File: config.mk
export PLATFORM = sky130hd
export DESIGN_NAME = rsl_line_mode
export DESIGN_NICKNAME = d
export VERILOG_FILES = /design/src/hw/rsl_pkg.sv /design/src/hw/rsl_line_mode.sv /design/src/hw/rsl_rx_gate.sv
export VERILOG_INCLUDE_DIRS = /design/src /design/src/hw
export SDC_FILE = /design/constraint.sdc
export NUM_CORES = 1
export LEC_CHECK = 0
export BUFFER_PORTS_ARGS = -buffer_cell sky130_fd_sc_hd__buf_2
export CAP_MARGIN = 10
export CORE_MARGIN = 1
export CORE_UTILIZATION = 25
export CTS_CLUSTER_DIAMETER = 80
export DETAILED_ROUTE_END_ITERATION = 7
export GPL_TIMING_DRIVEN = 0
export PLACE_DENSITY_LB_ADDON = 0.1
export SETUP_SLACK_MARGIN = 0.3
export SLEW_MARGIN = 30
export SYNTH_ARGS = -nofsm -noshare
export SYNTH_HDL_FRONTEND = slang
export SYNTH_SLANG_ARGS = --single-unit
File: constraint.sdc
create_clock -name mclk -period 21.9 [get_ports mclk]
set_input_delay 1.095 -clock mclk [delete_from_list [all_inputs] [get_ports mclk]]
set_output_delay 1.095 -clock mclk [all_outputs]
set_load 0.05 [all_outputs]
File: src/hw/rsl_defs.svh
// shared constants for the rs422/rs485 line-mode block
`ifndef RSL_DEFS_SVH
`define RSL_DEFS_SVH
`define RSL_CLK_HZ 40000000
`define RSL_FLASH_MS 200
`define RSL_FLASH_CYC ((`RSL_CLK_HZ / 1000) * `RSL_FLASH_MS)
`define RSL_SINGLE_MS 1000
`define RSL_SINGLE_CYC ((`RSL_CLK_HZ / 1000) * `RSL_SINGLE_MS)
`define RSL_LED_HOLD_MS 50
`define RSL_LED_HOLD_CYC ((`RSL_CLK_HZ / 1000) * `RSL_LED_HOLD_MS)
`define RSL_CNT_W 32
`endif

File: src/hw/rsl_pkg.sv
// types for the rs422/rs485 line-mode block
package rsl_pkg;
  typedef enum logic [2:0] {
    rsl_st_init,
    rsl_st_firmware_load,
    rsl_st_pre_operational,
    rsl_st_safe_operational,
    rsl_st_operational
  } rsl_fsm_e;
  typedef struct packed {
    logic echo_suppress;
    logic full_duplex_select;
  } rsl_mode_s;
  typedef enum logic [1:0] {
    rsl_m_485_echo,
    rsl_m_422_duplex,
    rsl_m_485_quiet,
    rsl_m_422_after_tx
  } rsl_mode_e;
endpackage

File: src/hw/rsl_line_mode.sv
// top: line-mode control for serial channels plus run indicator
`timescale 1ns/1ps
`include "rsl_defs.svh"
// Overview of operation
// In rs485 the channel works half duplex on a bus shared by several stations.
// In rs485 the receiver hears its own transmission unless echo suppression is set.
// In rs485 with echo suppression set, no new data is accepted while a transmission is in progress.
// Suppress 0, full duplex 0 gives rs485 hearing both own and foreign data.
// Suppress 0, full duplex 1 gives rs422 with transmitter and receiver concurrent.
// Suppress 1, full duplex 0 gives rs485 passing only foreign data.
// Both bits 1 gives rs422 with the receiver enabled only after the last data is sent.
// The run indicator is off, flashing, single flash or on by fieldbus state.
// Each channel drives its own transmit activity indicator.
// Each channel drives its own receive activity indicator.
// Installers should keep an rs422 link to one receiver, about ten at most.
// Mode bits apply per channel and gating holds still during a character.
module rsl_line_mode
  import rsl_pkg::*;
#(
  parameter int unsigned NCH = 2,
  parameter int unsigned FLASH_CYC = `RSL_FLASH_CYC,
  parameter int unsigned SINGLE_CYC = `RSL_SINGLE_CYC,
  parameter int unsigned HOLD_CYC = `RSL_LED_HOLD_CYC
) (
  input wire logic mclk, // 40 MHz system clock
  input wire logic nrst, // async reset, active low
  input wire rsl_mode_s [NCH-1:0] mode, // per-channel mode bits
  input wire logic [NCH-1:0] tx_busy, // transmitter sending
  input wire logic [NCH-1:0] tx_pending, // transmit data queued
  input wire logic [NCH-1:0] rx_pin, // receive line pin, async
  input wire logic [NCH-1:0] rx_char_busy, // receiver inside a character
  input wire logic [NCH-1:0] rx_valid, // receiver character ready
  input wire rsl_fsm_e fsm_state, // fieldbus state
  output logic [NCH-1:0] rx_line_gated, // gated line to receiver
  output logic [NCH-1:0] rx_accept, // character passed on
  output logic [NCH-1:0] tx_activity_led, // transmit indicators
  output logic [NCH-1:0] rx_activity_led, // receive indicators
  output logic run_led // run indicator
);
  logic [NCH-1:0] s1_q;
  logic [NCH-1:0] s2_q;
  logic [NCH-1:0] s3_q;
  logic [NCH-1:0] rx_clean_q;
  logic [`RSL_CNT_W-1:0] blink_q;
  logic run_led_q;

  // pin sampled three deep; change taken once stages two and three agree
  always_ff @(posedge mclk or negedge nrst) begin
    if (!nrst) begin
      s1_q <= '1;
      s2_q <= '1;
      s3_q <= '1;
    end else begin
      s1_q <= rx_pin;
      s2_q <= s1_q;
      s3_q <= s2_q;
    end
  end

  always_ff @(posedge mclk or negedge nrst) begin
    if (!nrst) begin
      rx_clean_q <= '1;
    end else begin
      for (int i = 0; i < NCH; i++) begin
        if (s2_q[i] == s3_q[i]) begin
          rx_clean_q[i] <= s3_q[i];
        end
      end
    end
  end

  // per-channel gating
  for (genvar g = 0; g < NCH; g++) begin : g_ch
    rsl_rx_gate #(
      .HOLD_CYC(HOLD_CYC)
    ) u_gate (
      .mclk(mclk),
      .nrst(nrst),
      .mode(mode[g]),
      .tx_busy(tx_busy[g]),
      .tx_pending(tx_pending[g]),
      .rx_line(rx_clean_q[g]),
      .rx_char_busy(rx_char_busy[g]),
      .rx_valid(rx_valid[g]),
      .rx_line_gated(rx_line_gated[g]),
      .rx_accept(rx_accept[g]),
      .tx_activity_led(tx_activity_led[g]),
      .rx_activity_led(rx_activity_led[g])
    );
  end

  // blink timebase; single flash period wraps the counter
  always_ff @(posedge mclk or negedge nrst) begin
    if (!nrst) begin
      blink_q <= '0;
    end else if (blink_q >= `RSL_CNT_W'(SINGLE_CYC - 1)) begin
      blink_q <= '0;
    end else begin
      blink_q <= blink_q + 1'b1;
    end
  end

  // run indicator
  always_ff @(posedge mclk or negedge nrst) begin
    if (!nrst) begin
      run_led_q <= 1'b0;
    end else begin
      unique case (fsm_state)
        rsl_st_init, rsl_st_firmware_load: run_led_q <= 1'b0;
        rsl_st_pre_operational: run_led_q <= ((blink_q / `RSL_CNT_W'(FLASH_CYC)) % 2) == 0;
        rsl_st_safe_operational: run_led_q <= blink_q < `RSL_CNT_W'(FLASH_CYC);
        rsl_st_operational: run_led_q <= 1'b1;
        default: run_led_q <= 1'b0;
      endcase
    end
  end

  assign run_led = run_led_q;
endmodule

File: src/hw/rsl_rx_gate.sv
// per-channel receive gating and activity indicators
`timescale 1ns/1ps
`include "rsl_defs.svh"
module rsl_rx_gate
  import rsl_pkg::*;
#(
  parameter int unsigned HOLD_CYC = `RSL_LED_HOLD_CYC
) (
  input wire logic mclk, // system clock
  input wire logic nrst, // async reset, active low
  input wire rsl_mode_s mode, // mode bits for this channel
  input wire logic tx_busy, // transmitter is sending
  input wire logic tx_pending, // transmit data still queued
  input wire logic rx_line, // received line level, synchronised
  input wire logic rx_char_busy, // receiver is inside a character
  input wire logic rx_valid, // receiver has a character
  output logic rx_line_gated, // line level passed to the receiver
  output logic rx_accept, // character passed on
  output logic tx_activity_led, // transmit activity indicator
  output logic rx_activity_led // receive activity indicator
);
  rsl_mode_e live_mode;
  rsl_mode_e mode_q;
  logic [`RSL_CNT_W-1:0] tx_hold_q;
  logic [`RSL_CNT_W-1:0] rx_hold_q;
  logic rx_enable;
  logic tx_any;

  assign live_mode = rsl_mode_e'({mode.echo_suppress, mode.full_duplex_select});
  assign tx_any = tx_busy | tx_pending;

  // hold mid-char
  always_ff @(posedge mclk or negedge nrst) begin
    if (!nrst) begin
      mode_q <= rsl_m_485_echo;
    end else if (!rx_char_busy && !tx_busy) begin
      mode_q <= live_mode;
    end
  end

  always_comb begin
    unique case (mode_q)
      // own echo heard
      rsl_m_485_echo: rx_enable = 1'b1;
      // full duplex
      rsl_m_422_duplex: rx_enable = 1'b1;
      // echo suppressed
      rsl_m_485_quiet: rx_enable = !tx_busy;
      // after last tx
      rsl_m_422_after_tx: rx_enable = !tx_any;
    endcase
  end

  // half duplex lockout
  assign rx_line_gated = rx_enable ? rx_line : 1'b1;
  assign rx_accept = rx_valid && rx_enable;

  // tx led stretch
  always_ff @(posedge mclk or negedge nrst) begin
    if (!nrst) begin
      tx_hold_q <= '0;
    end else if (tx_busy) begin
      tx_hold_q <= `RSL_CNT_W'(HOLD_CYC);
    end else if (tx_hold_q != '0) begin
      tx_hold_q <= tx_hold_q - 1'b1;
    end
  end

  // rx led stretch
  always_ff @(posedge mclk or negedge nrst) begin
    if (!nrst) begin
      rx_hold_q <= '0;
    end else if (rx_enable && (rx_char_busy || rx_valid)) begin
      rx_hold_q <= `RSL_CNT_W'(HOLD_CYC);
    end else if (rx_hold_q != '0) begin
      rx_hold_q <= rx_hold_q - 1'b1;
    end
  end

  assign tx_activity_led = tx_hold_q != '0;
  assign rx_activity_led = rx_hold_q != '0;
endmodule

==> qor.yml, run 1 <==
path_common_cell: "nor2_1"
postRouteWirelength_um: 38800
regArea_sq_um: 4340
die_area_sq_um: 54600
hpwl_um: 29300
ys_top_cells_by_area: "dfrtp_1, xnor2_1, nor2_1, nand2_1, a21oi_1"
crit_slowest_cell: "nor4b_1"
status: "finished, final reports clean"
syn_avg_cell_area_sq_um: 8.33
leakagePower_nw: 5.53
critPathLaunchType: "register"
syn_area_sq_um: 13400
drc_errors: 0
ys_seq_area_share_pct: 32.3
final_area_sq_um: 15100
slew_violations: 0
design.core.area_sq_um: 52800
required_ps: 22210
cts_tree: "done"
final_nets: 1687
syn2layout_area_growth_pct: 12.7
setup_viol: 0
synth_edf_count: 0
die_w_um: 234
vias: 12200
worst_pin_slew_ps: 994
post-route-period-util_pct: 54.5
async_reset_ff_share_pct: 100
htree_levels: 4
cts_setup_buffers: 0
layout_min_cycle_time_ps: 11940
routed_via_density: 5.15
drive_gt1_share_pct: 11.8
die_h_um: 234
grt_pass1_wl_um: 64100
fillers: 5676
placed_area_sq_um: 14500
synth_cell_types: 120
worstSetupPathType: "reg -> reg"
cts_resized: 0
yosys_warnings: 0
multi_input_area_sq_um: 8630
drtAntennaViolNets: 0
p_per_area_nw_per_um2: 84.5
port_buffers: 25
finalPower_w: 0.00128
cp_max_fo: 10
syn_inst: 1611
synth_area_leader_cell: "dfrtp_1"
path_clk_slew_ps: 70
rsz0062_at_grt: "false"
synth_ff_type: "dfrtp_1"
drt_pass1_iterations: 5
synth.top_cells.by_count: "nor2_1, dfrtp_1, nand2_1"
skew_ps: 13.2
grt_use_total_pct: 14.5
insertion_delay_ps: 450
clock-sinks: 173
finish.utilization_pct: 28.7
fmax_mhz: 83.8
synth_top_area_share_pct: 30.8
initial_core_util_pct: 25.4
tns_ps: 0
place.gp.congestion: 0.785
cts_buffers: 17
hold_buffers: 0
post-place-cells: 2331
avgRoutedWirePerCell_um: 16.4
slew_headroom_pct: 33.2
hold_violations: 0
root_buffer: "clkbuf_16"
gr-total-overflow: 0
ir_drop_uv: 43.0
postSynthRegisterBits: 173
core.rowCount: 84
crit_arrival_ps: 12240
grt_pass1_vias: 11700
hold_path_class: "reg -> reg"
cap_violations: 0
cp-end-kind: "register"
stdcell_count: 2363
drtIter0Drc: 857
top_level_ports: 28
grt_antenna_before_repair: 0
yosysMostFrequentCell: "nor2_1"
grt_max_degree: 63
cts_max_path_buffers: 2
diodes: 0
max_stage_delay_ps: 790
[cell type report]
| class | count | area share [%] |
|---|---|---|
| Sequential cell | 173 | 28.7 |
| Buffer | 68 | 2.28 |
| Timing Repair Buffer | 27 | 1.26 |
| Clock inverter | 12 | 1.05 |
| Inverter | 34 | 0.844 |
| Tap cell | 688 | 5.69 |
| Clock buffer | 20 | 3.09 |
| Multi-Input combinational cell | 1341 | 57.1 |
[state kept, by name, summed over array words and instances (netlist names)]
signal                 flops
blink_q                   32
g_ch.u_gate.mode_q         4
g_ch.u_gate.rx_hold_q     64
g_ch.u_gate.tx_hold_q     64
run_led                    1
rx_clean_q                 2
s1_q                       2
s2_q                       2
s3_q                       2
[logic make-up (layout without fill, tap and decap cells)]
logic type,count (synthesis),in the layout,synth area share [%]
fa+ha+maj,12,12,1.02
xor+xnor,158,158,10.6
compound gates,435,435,23.9
flops,173,173,32.3
other cells,1,6,0.0280
buf+inv,102,161,3.52
simple gates,708,708,26.7
mux,22,22,1.92
[layer usage]
| metal | vias up | wire length [um] | share of wire, % | global-route usage (%) |
|---|---|---|---|---|
| li1 | 6043 | - | - | - |
| met1 | 5949 | 20200 | 52 | 21.1 |
| met2 | 148 | 17400 | 45 | 22.8 |
| met4 | 0 | 451 | 1.2 | 3.63 |
| met5 | - | 0 | 0 | 0 |
| met3 | 25 | 687 | 1.8 | 1.48 |
[metrics by stage]
step	worst slack [ps]	hold WS, ps
global route	9180	369
detailed placement	10100	350
floorplan	12790	345
CTS	10070	365
global placement	10080	352
finish	9960	365
[where the power goes]
group / switching (W) / total (W) / leakage, nW / internal [W]
logic: 0.000376 / 0.000591 / 3.02 / 0.000215
clock network: 0.000135 / 0.000324 / 0.308 / 0.000190
registers: 0.0000199 / 0.000362 / 2.20 / 0.000342
total: 0.000530 / 0.00128 / 5.53 / 0.000747
[layout by cell type (no fill, tap or decap), drive strengths merged, types with 11 or more instances in the layout]
cell	Yosys	layout
a211oi	23	23
a21o	11	11
a21oi	99	99
a31oi	25	25
and2	19	19
and3	27	27
buf	31	58
clkbuf	37	57
dfrtp	165	165
inv	34	36
mux2	14	14
nand2	133	133
nand2b	23	23
nand3	51	51
nand4	18	18
nor2	213	213
nor3	69	69
nor4	36	36
o211ai	15	15
o21a	14	14
o21ai	92	92
o22ai	15	15
o31ai	23	23
or2	17	17
or3	43	43
or4	22	22
xnor2	113	113
xor2	45	45
[critical path: cells and delay by family, from the launching register on]
kind                      cells  cell delay, ps
muxes                         1             400
AOI/OAI and AO/OA            19            6370
DFF                           1             330
buffers and inverters         3             960
xor gates and xnor gates      1             220
and+or+nand+nor              11            3490
[final timing paths]
kind,startpoint,end,slack [ps],cells after the start
max,blink_q[22],run_led,9960,35
min,s1_q[1],s2_q[1],360,0
max reg2reg,blink_q[22],run_led,9960,35
max in group asynchronous,nrst,rx_clean_q[1],20300,3
min reg2reg,s1_q[1],s2_q[1],360,0
min in group asynchronous,nrst,g_ch[0].u_gate.rx_hold_q[8],570,1
(Power assumes the default switching activity.)
==> run 2, diff against run 1 <==
clock period = 10.5 ns   (was 21.9 ns; I/O delays follow)
==> run 2 against run 1 <==
Fmax is 20% higher. Clock-buffer cell count stayed put. Sequential share of layout area is 3.3 points lower. Sequential cell count stayed put. Via count is 4.1% higher. Register-to-register slack worse by 9400 ps. Largest cell class unchanged.
==> qor.yml, run 2 (synthesized netlist as in run 1, its figures left out) <==
p_sw_w: 0.00131  # was 0.000530 W
path_depth: 40  # was 35
diodes: 0  # unchanged
grt_use_total_pct: 14.8  # was 14.5%
post-place-cells: 2331  # unchanged
hpwl_um: 29300  # unchanged
reg2reg_setup_slack_ps: 530  # was 9960 ps
path_delay_family: "compound AO/OA/AOI/OAI gates"  # unchanged
core.rowCount: 84  # unchanged
p_per_area_nw_per_um2: 184  # was 84.5 nW/um^2
critPathLaunchType: "register"  # unchanged
most-common-layout-cells: "nor2_1, dfrtp_1, nand2_1"  # unchanged
crit_slowest_cell: "or4_4"  # was nor4b_1
grt_max_degree: 63  # unchanged
die_w_um: 234  # unchanged
avgRoutedWirePerCell_um: 16.5  # was 16.4 um
routed_via_density: 5.16  # was 5.15
multi_input_area_sq_um: 9830  # was 8630 sq um
clock-sinks: 173  # unchanged
cts_max_path_buffers: 2  # unchanged
design.core.area_sq_um: 52800  # unchanged
htree_levels: 4  # unchanged
hold_path_class: "in -> async"  # was reg -> reg
layout_top_registers: "g_ch.u_gate.rx_hold_q (64), g_ch.u_gate.tx_hold_q (64), blink_q (32)"  # unchanged
drt_pass1_iterations: 6  # was 5
p_sw_share_pct: 41.8  # was 41.5%
fmax_mhz: 100  # was 83.8 MHz
pwr-share-comb_pct: 54.4  # was 46.3%
leakagePower_nw: 6.26  # was 5.53 nW
p_seq_share_pct: 24.0  # was 28.3%
cp_max_fo: 7  # was 10
grt_pass1_wl_um: 65400  # was 64100 um
initial_core_util_pct: 25.4  # unchanged
rsz0062_at_grt: "false"  # unchanged
insertion_delay_ps: 450  # about the same
skew_ps: 12.4  # was 13.2 ps
worstSetupPathType: "reg -> reg"  # unchanged
ir_drop_uv: 102  # was 43.0 uV
worst-path-buf-inv: 7  # was 3
crit_start: "blink_q[24]"  # was blink_q[22]
fillers: 5543  # was 5676
setup_viol: 0  # unchanged
hold_buffers: 0  # unchanged
die_area_sq_um: 54600  # unchanged
worst_pin_slew_ps: 918  # was 994 ps
cts_tree: "done"  # unchanged
r2r_cells: 40  # was 35
drive_gt1_share_pct: 23.5  # was 11.8%
cap_violations: 0  # unchanged
top_level_ports: 28  # unchanged
place.gp.congestion: 0.785  # unchanged
p_int_w: 0.00183  # was 0.000747 W
gr-total-overflow: 0  # unchanged
drc_errors: 0  # unchanged
layout_min_cycle_time_ps: 9970  # was 11940 ps
hold_violations: 0  # unchanged
r2r_end: "run_led"  # unchanged
drtIter0Drc: 783  # was 857
drtAntennaViolNets: 0  # unchanged
final_common_cell: "nor2_1"  # unchanged
port_buffers: 25  # unchanged
path_clk_slew_ps: 70  # about the same
root_buffer: "clkbuf_16"  # unchanged
stdcell_count: 2455  # was 2363
cp-end-kind: "register"  # unchanged
pwr-share-clk_pct: 21.5  # was 25.4%
syn2layout_area_growth_pct: 27.4  # was 12.7%
post-route-period-util_pct: 94.9  # was 54.5%
postRouteWirelength_um: 40400  # was 38800 um
die_h_um: 234  # unchanged
cts_buffers: 17  # unchanged
regArea_sq_um: 4340  # unchanged
max_stage_delay_ps: 490  # was 790 ps
r2r_start: "blink_q[24]"  # was blink_q[22]
required_ps: 10810  # was 22210 ps
crit_arrival_ps: 10280  # was 12240 ps
slew_headroom_pct: 38.2  # was 33.2%
grt_pass1_vias: 12000  # was 11700
slew_violations: 0  # unchanged
vias: 12700  # was 12200
crit_end: "run_led"  # unchanged
final_nets: 1779  # was 1687
finish.utilization_pct: 32.4  # was 28.7%
tns_ps: 0  # unchanged
grt_antenna_before_repair: 0  # unchanged
status: "finished, final reports clean"  # unchanged
run 2: area by class of cell:
cell class                      count  area share, %
Multi-Input combinational cell   1341           57.5
Timing Repair Buffer              119           5.45
Sequential cell                   173           25.4
Tap cell                          688           5.04
Clock inverter                     12          0.930
Clock buffer                       20           2.73
Buffer                             68           2.22
Inverter                           34          0.747
run 2: worst reg2reg max path: cells and delay by family, from the launching register on:
family | cells | cell delay, ps
DFF | 1 | 370
muxes | 1 | 390
buffers and inverters | 7 | 1110
xor gates and xnor gates | 1 | 200
and+or+nand+nor | 9 | 2590
adders and majority gates | 1 | 390
AOI/OAI and AO/OA | 21 | 4800
run 2: worst min path at each step:
stage | startpoint | to | slack, ps | cells past startpoint
after floorplan | nrst | blink_q[0] | 230 | 0
after global placement | s1_q[1] | s2_q[1] | 350 | 0
after detailed placement | s1_q[1] | s2_q[1] | 350 | 0
after CTS | nrst | g_ch[0].u_gate.rx_hold_q[8] | 1 | 1
after global routing | nrst | g_ch[0].u_gate.rx_hold_q[8] | 20 | 1
final | nrst | g_ch[0].u_gate.rx_hold_q[8] | 2 | 1
run 2: power groups by stage:
| stage | clock (W) | sequential (W) | combinational (W) |
|---|---|---|---|
| detailed placement | 0 | 0.000766 | 0.00122 |
| floorplan | 0 | 0.000762 | 0.000934 |
| global placement | 0 | 0.000766 | 0.00122 |
| finish | 0.000675 | 0.000754 | 0.00171 |
| CTS | 0.000707 | 0.000754 | 0.00134 |
| global route | 0.000730 | 0.000762 | 0.00184 |
run 2: timing repair:
item                                   4_1_cts  5_1_grt
pin swaps                                   17       67
cloned                                       0        1
endpoints found under the hold margin        0        0
gates resized for setup                     87      135
setup endpoints to repair                    1        1
buffers inserted                            29       62
run 2: through the flow:
stage / cell area, sq um / worst slack (ps) / hold WS [ps] / total power (W)
3_5_place_dp: 14500 / -1300 / 350 / 0.00199
2_1_floorplan: 13400 / 1390 / 229 / 0.00170
5_1_grt: 17100 / 213 / 19.6 / 0.00334
6_report: 17100 / 532 / 2.26 / 0.00314
4_1_cts: 15800 / 306 / 1.17 / 0.00281
3_3_place_gp: 14400 / -1320 / 352 / 0.00199
run 2: routing by layer:
layer / vias to the layer above / global-route usage [%] / share of wire, %
li1: 6239 / - / -
met1: 6219 / 21.2 / 51
met2: 179 / 23.5 / 46
met3: 31 / 1.55 / 2.2
met4: 0 / 3.75 / 1.2
met5: - / 0 / 0
==> run 3, diff against run 2 <==
PLACE_DENSITY_LB_ADDON = default   (was 0.1)
==> run 3 against run 2 <==
Via count increased by 0.50%. Global-route usage decreased by 2.0 points. Setup slack improved by 19 ps. Power fell by 10%. Hold slack better by 170 ps. Combinational power decreased by 15%. Largest power group unchanged.
==> qor.yml, run 3 (synthesized netlist as in run 1, its figures left out) <==
status: "finished, final reports clean"  # unchanged
initial_core_util_pct: 25.4  # unchanged
path_clk_slew_ps: 80  # was 70 ps
layout_min_cycle_time_ps: 9950  # was 9970 ps
critPathLaunchType: "register"  # unchanged
worstSetupPathType: "reg -> reg"  # unchanged
hold_path_class: "in -> reg"  # was in -> async
vias: 12700  # about the same
hold_violations: 0  # unchanged
hpwl_um: 25200  # was 29300 um
htree_levels: 4  # unchanged
placed_area_sq_um: 14500  # unchanged
rsz0062_at_grt: "false"  # unchanged
insertion_delay_ps: 450  # about the same
grt_pass1_wl_um: 58200  # was 65400 um
leakagePower_nw: 5.96  # was 6.26 nW
cts_max_path_buffers: 2  # unchanged
drive_gt1_share_pct: 19.7  # was 23.5%
required_ps: 10860  # was 10810 ps
drc_errors: 0  # unchanged
hold-worst-slack_ps: 177  # was 2.26 ps
drtIter0Drc: 1046  # was 783
finish.utilization_pct: 31.0  # was 32.4%
cp_max_fo: 10  # was 7
drtAntennaViolNets: 0  # unchanged
cp-end-kind: "register"  # unchanged
syn2layout_area_growth_pct: 21.8  # was 27.4%
routed_via_density: 5.27  # was 5.16
die_w_um: 234  # unchanged
use_met2_pct: 21.0  # was 23.5%
grt-busiest-layer: "met2"  # unchanged
fmax_mhz: 101  # was 100 MHz
root_buffer: "clkbuf_16"  # unchanged
die_area_sq_um: 54600  # unchanged
gr-total-overflow: 0  # unchanged
grt_max_degree: 71  # was 63
final_nets: 1739  # was 1779
met3_usage_pct: 2.06  # was 1.55%
postRouteWirelength_um: 35400  # was 40400 um
grt_antenna_before_repair: 0  # unchanged
crit_arrival_ps: 10310  # was 10280 ps
cts_buffers: 17  # unchanged
diodes: 0  # unchanged
fillers: 5569  # was 5543
p_per_area_nw_per_um2: 172  # was 184 nW/um^2
grt_use_total_pct: 12.8  # was 14.8%
most-common-layout-cells: "nor2_1, dfrtp_1, nand2_1"  # unchanged
slew_headroom_pct: 42.1  # was 38.2%
worst_pin_slew_ps: 863  # was 918 ps
drt_pass1_iterations: 6  # unchanged
layout_top_registers: "g_ch.u_gate.rx_hold_q (64), g_ch.u_gate.tx_hold_q (64), blink_q (32)"  # unchanged
design.core.area_sq_um: 52800  # unchanged
place.gp.congestion: 0.890  # was 0.785
core.rowCount: 84  # unchanged
clock-sinks: 173  # unchanged
grt_pass1_vias: 11800  # was 12000
path_common_cell: "buf_6"
final_common_cell: "nor2_1"  # unchanged
post-route-period-util_pct: 94.8  # was 94.9%
setup_viol: 0  # unchanged
crit_slowest_cell: "or4_4"  # unchanged
top_level_ports: 28  # unchanged
cap_violations: 0  # unchanged
skew_ps: 15.2  # was 12.4 ps
max_stage_delay_ps: 560  # was 490 ps
avgRoutedWirePerCell_um: 14.7  # was 16.5 um
ir_drop_uv: 119  # was 102 uV
gr-usage-met1_pct: 17.0  # was 21.2%
die_h_um: 234  # unchanged
slew_violations: 0  # unchanged
port_buffers: 25  # unchanged
cts_tree: "done"  # unchanged
final_area_sq_um: 16300  # was 17100 sq um
-- run 3: cell count changes in the layout (fill, tap and decap cells not counted), sizes merged --
cell           delta
buf              -44
clkinv            -2
clkbuf            +1
clkinvlp          +1
clkdlybuf4s15     +1
inv               +5
bufinv            -3
dlygate4sd3       +1
-- run 3: area by class of cell --
type	count	area, sq um	area share (%)
Inverter	34	128	0.781
Tap cell	688	861	5.27
Clock inverter	13	106	0.651
Clock buffer	19	443	2.71
Buffer	68	364	2.23
Multi-Input combinational cell	1341	9510	58.2
Sequential cell	173	4340	26.6
Timing Repair Buffer	79	591	3.61
-- run 3: final timing paths --
check                            start                     endpoint  slack (ps)  cells after the start
setup / recovery           blink_q[23]                      run_led         550                     38
hold / removal               rx_pin[1]                      s1_q[1]         180                      1
setup reg to reg           blink_q[23]                      run_led         550                     38
hold reg to reg                s1_q[0]                      s2_q[0]         350                      0
max in group asynchronous         nrst                      s1_q[0]        8910                      4
min in group asynchronous         nrst  g_ch[1].u_gate.rx_hold_q[2]         530                      2
-- run 3: worst max-delay path, delay by kind of cell, from the launching register on --
kind                       cells  cell delay [ps]
and+or+nand+nor                8             2720
adders and majority gates      1              380
xor gates and xnor gates       1              220
AOI/OAI and AO/OA             21             5000
DFF                            1              360
muxes                          1              220
buffers and inverters          6              960
-- run 3: per-stage QoR --
stage | setup WS [ps] | std cells | TNS, ps | total power, W
after global placement | -649 | 2329 | -649 | 0.00192
after CTS | 301 | 2373 | 0 | 0.00261
final | 551 | 2415 | 0 | 0.00281
after detailed placement | -575 | 2331 | -575 | 0.00194
after floorplan | 1390 | 1616 | 0 | 0.00170
after global routing | 143 | 2415 | 0 | 0.00299
-- run 3: power breakdown --
part | internal, W | switching (W) | leakage, nW
logic | 0.000587 | 0.000873 | 3.49
registers | 0.000713 | 0.0000420 | 2.20
clock network | 0.000314 | 0.000279 | 0.267
-- run 3: repair_timing --
item | in CTS | in global routing
gates cloned | 0 | 1
buffers inserted | 9 | 41
endpoints found under the hold margin | 36 | 0
setup endpoints to repair | 1 | 1
hold buffers | 1 | 0
pin swaps | 6 | 43
gates resized for setup | 36 | 125
-- run 3: routing by layer --
layer	routed length [um]	part of all wire (%)	vias up
li1	-	-	6160
met1	16400	46	6179
met2	16700	47	328
met3	1550	4.4	64
met4	768	2.2	0
met5	0	0	-
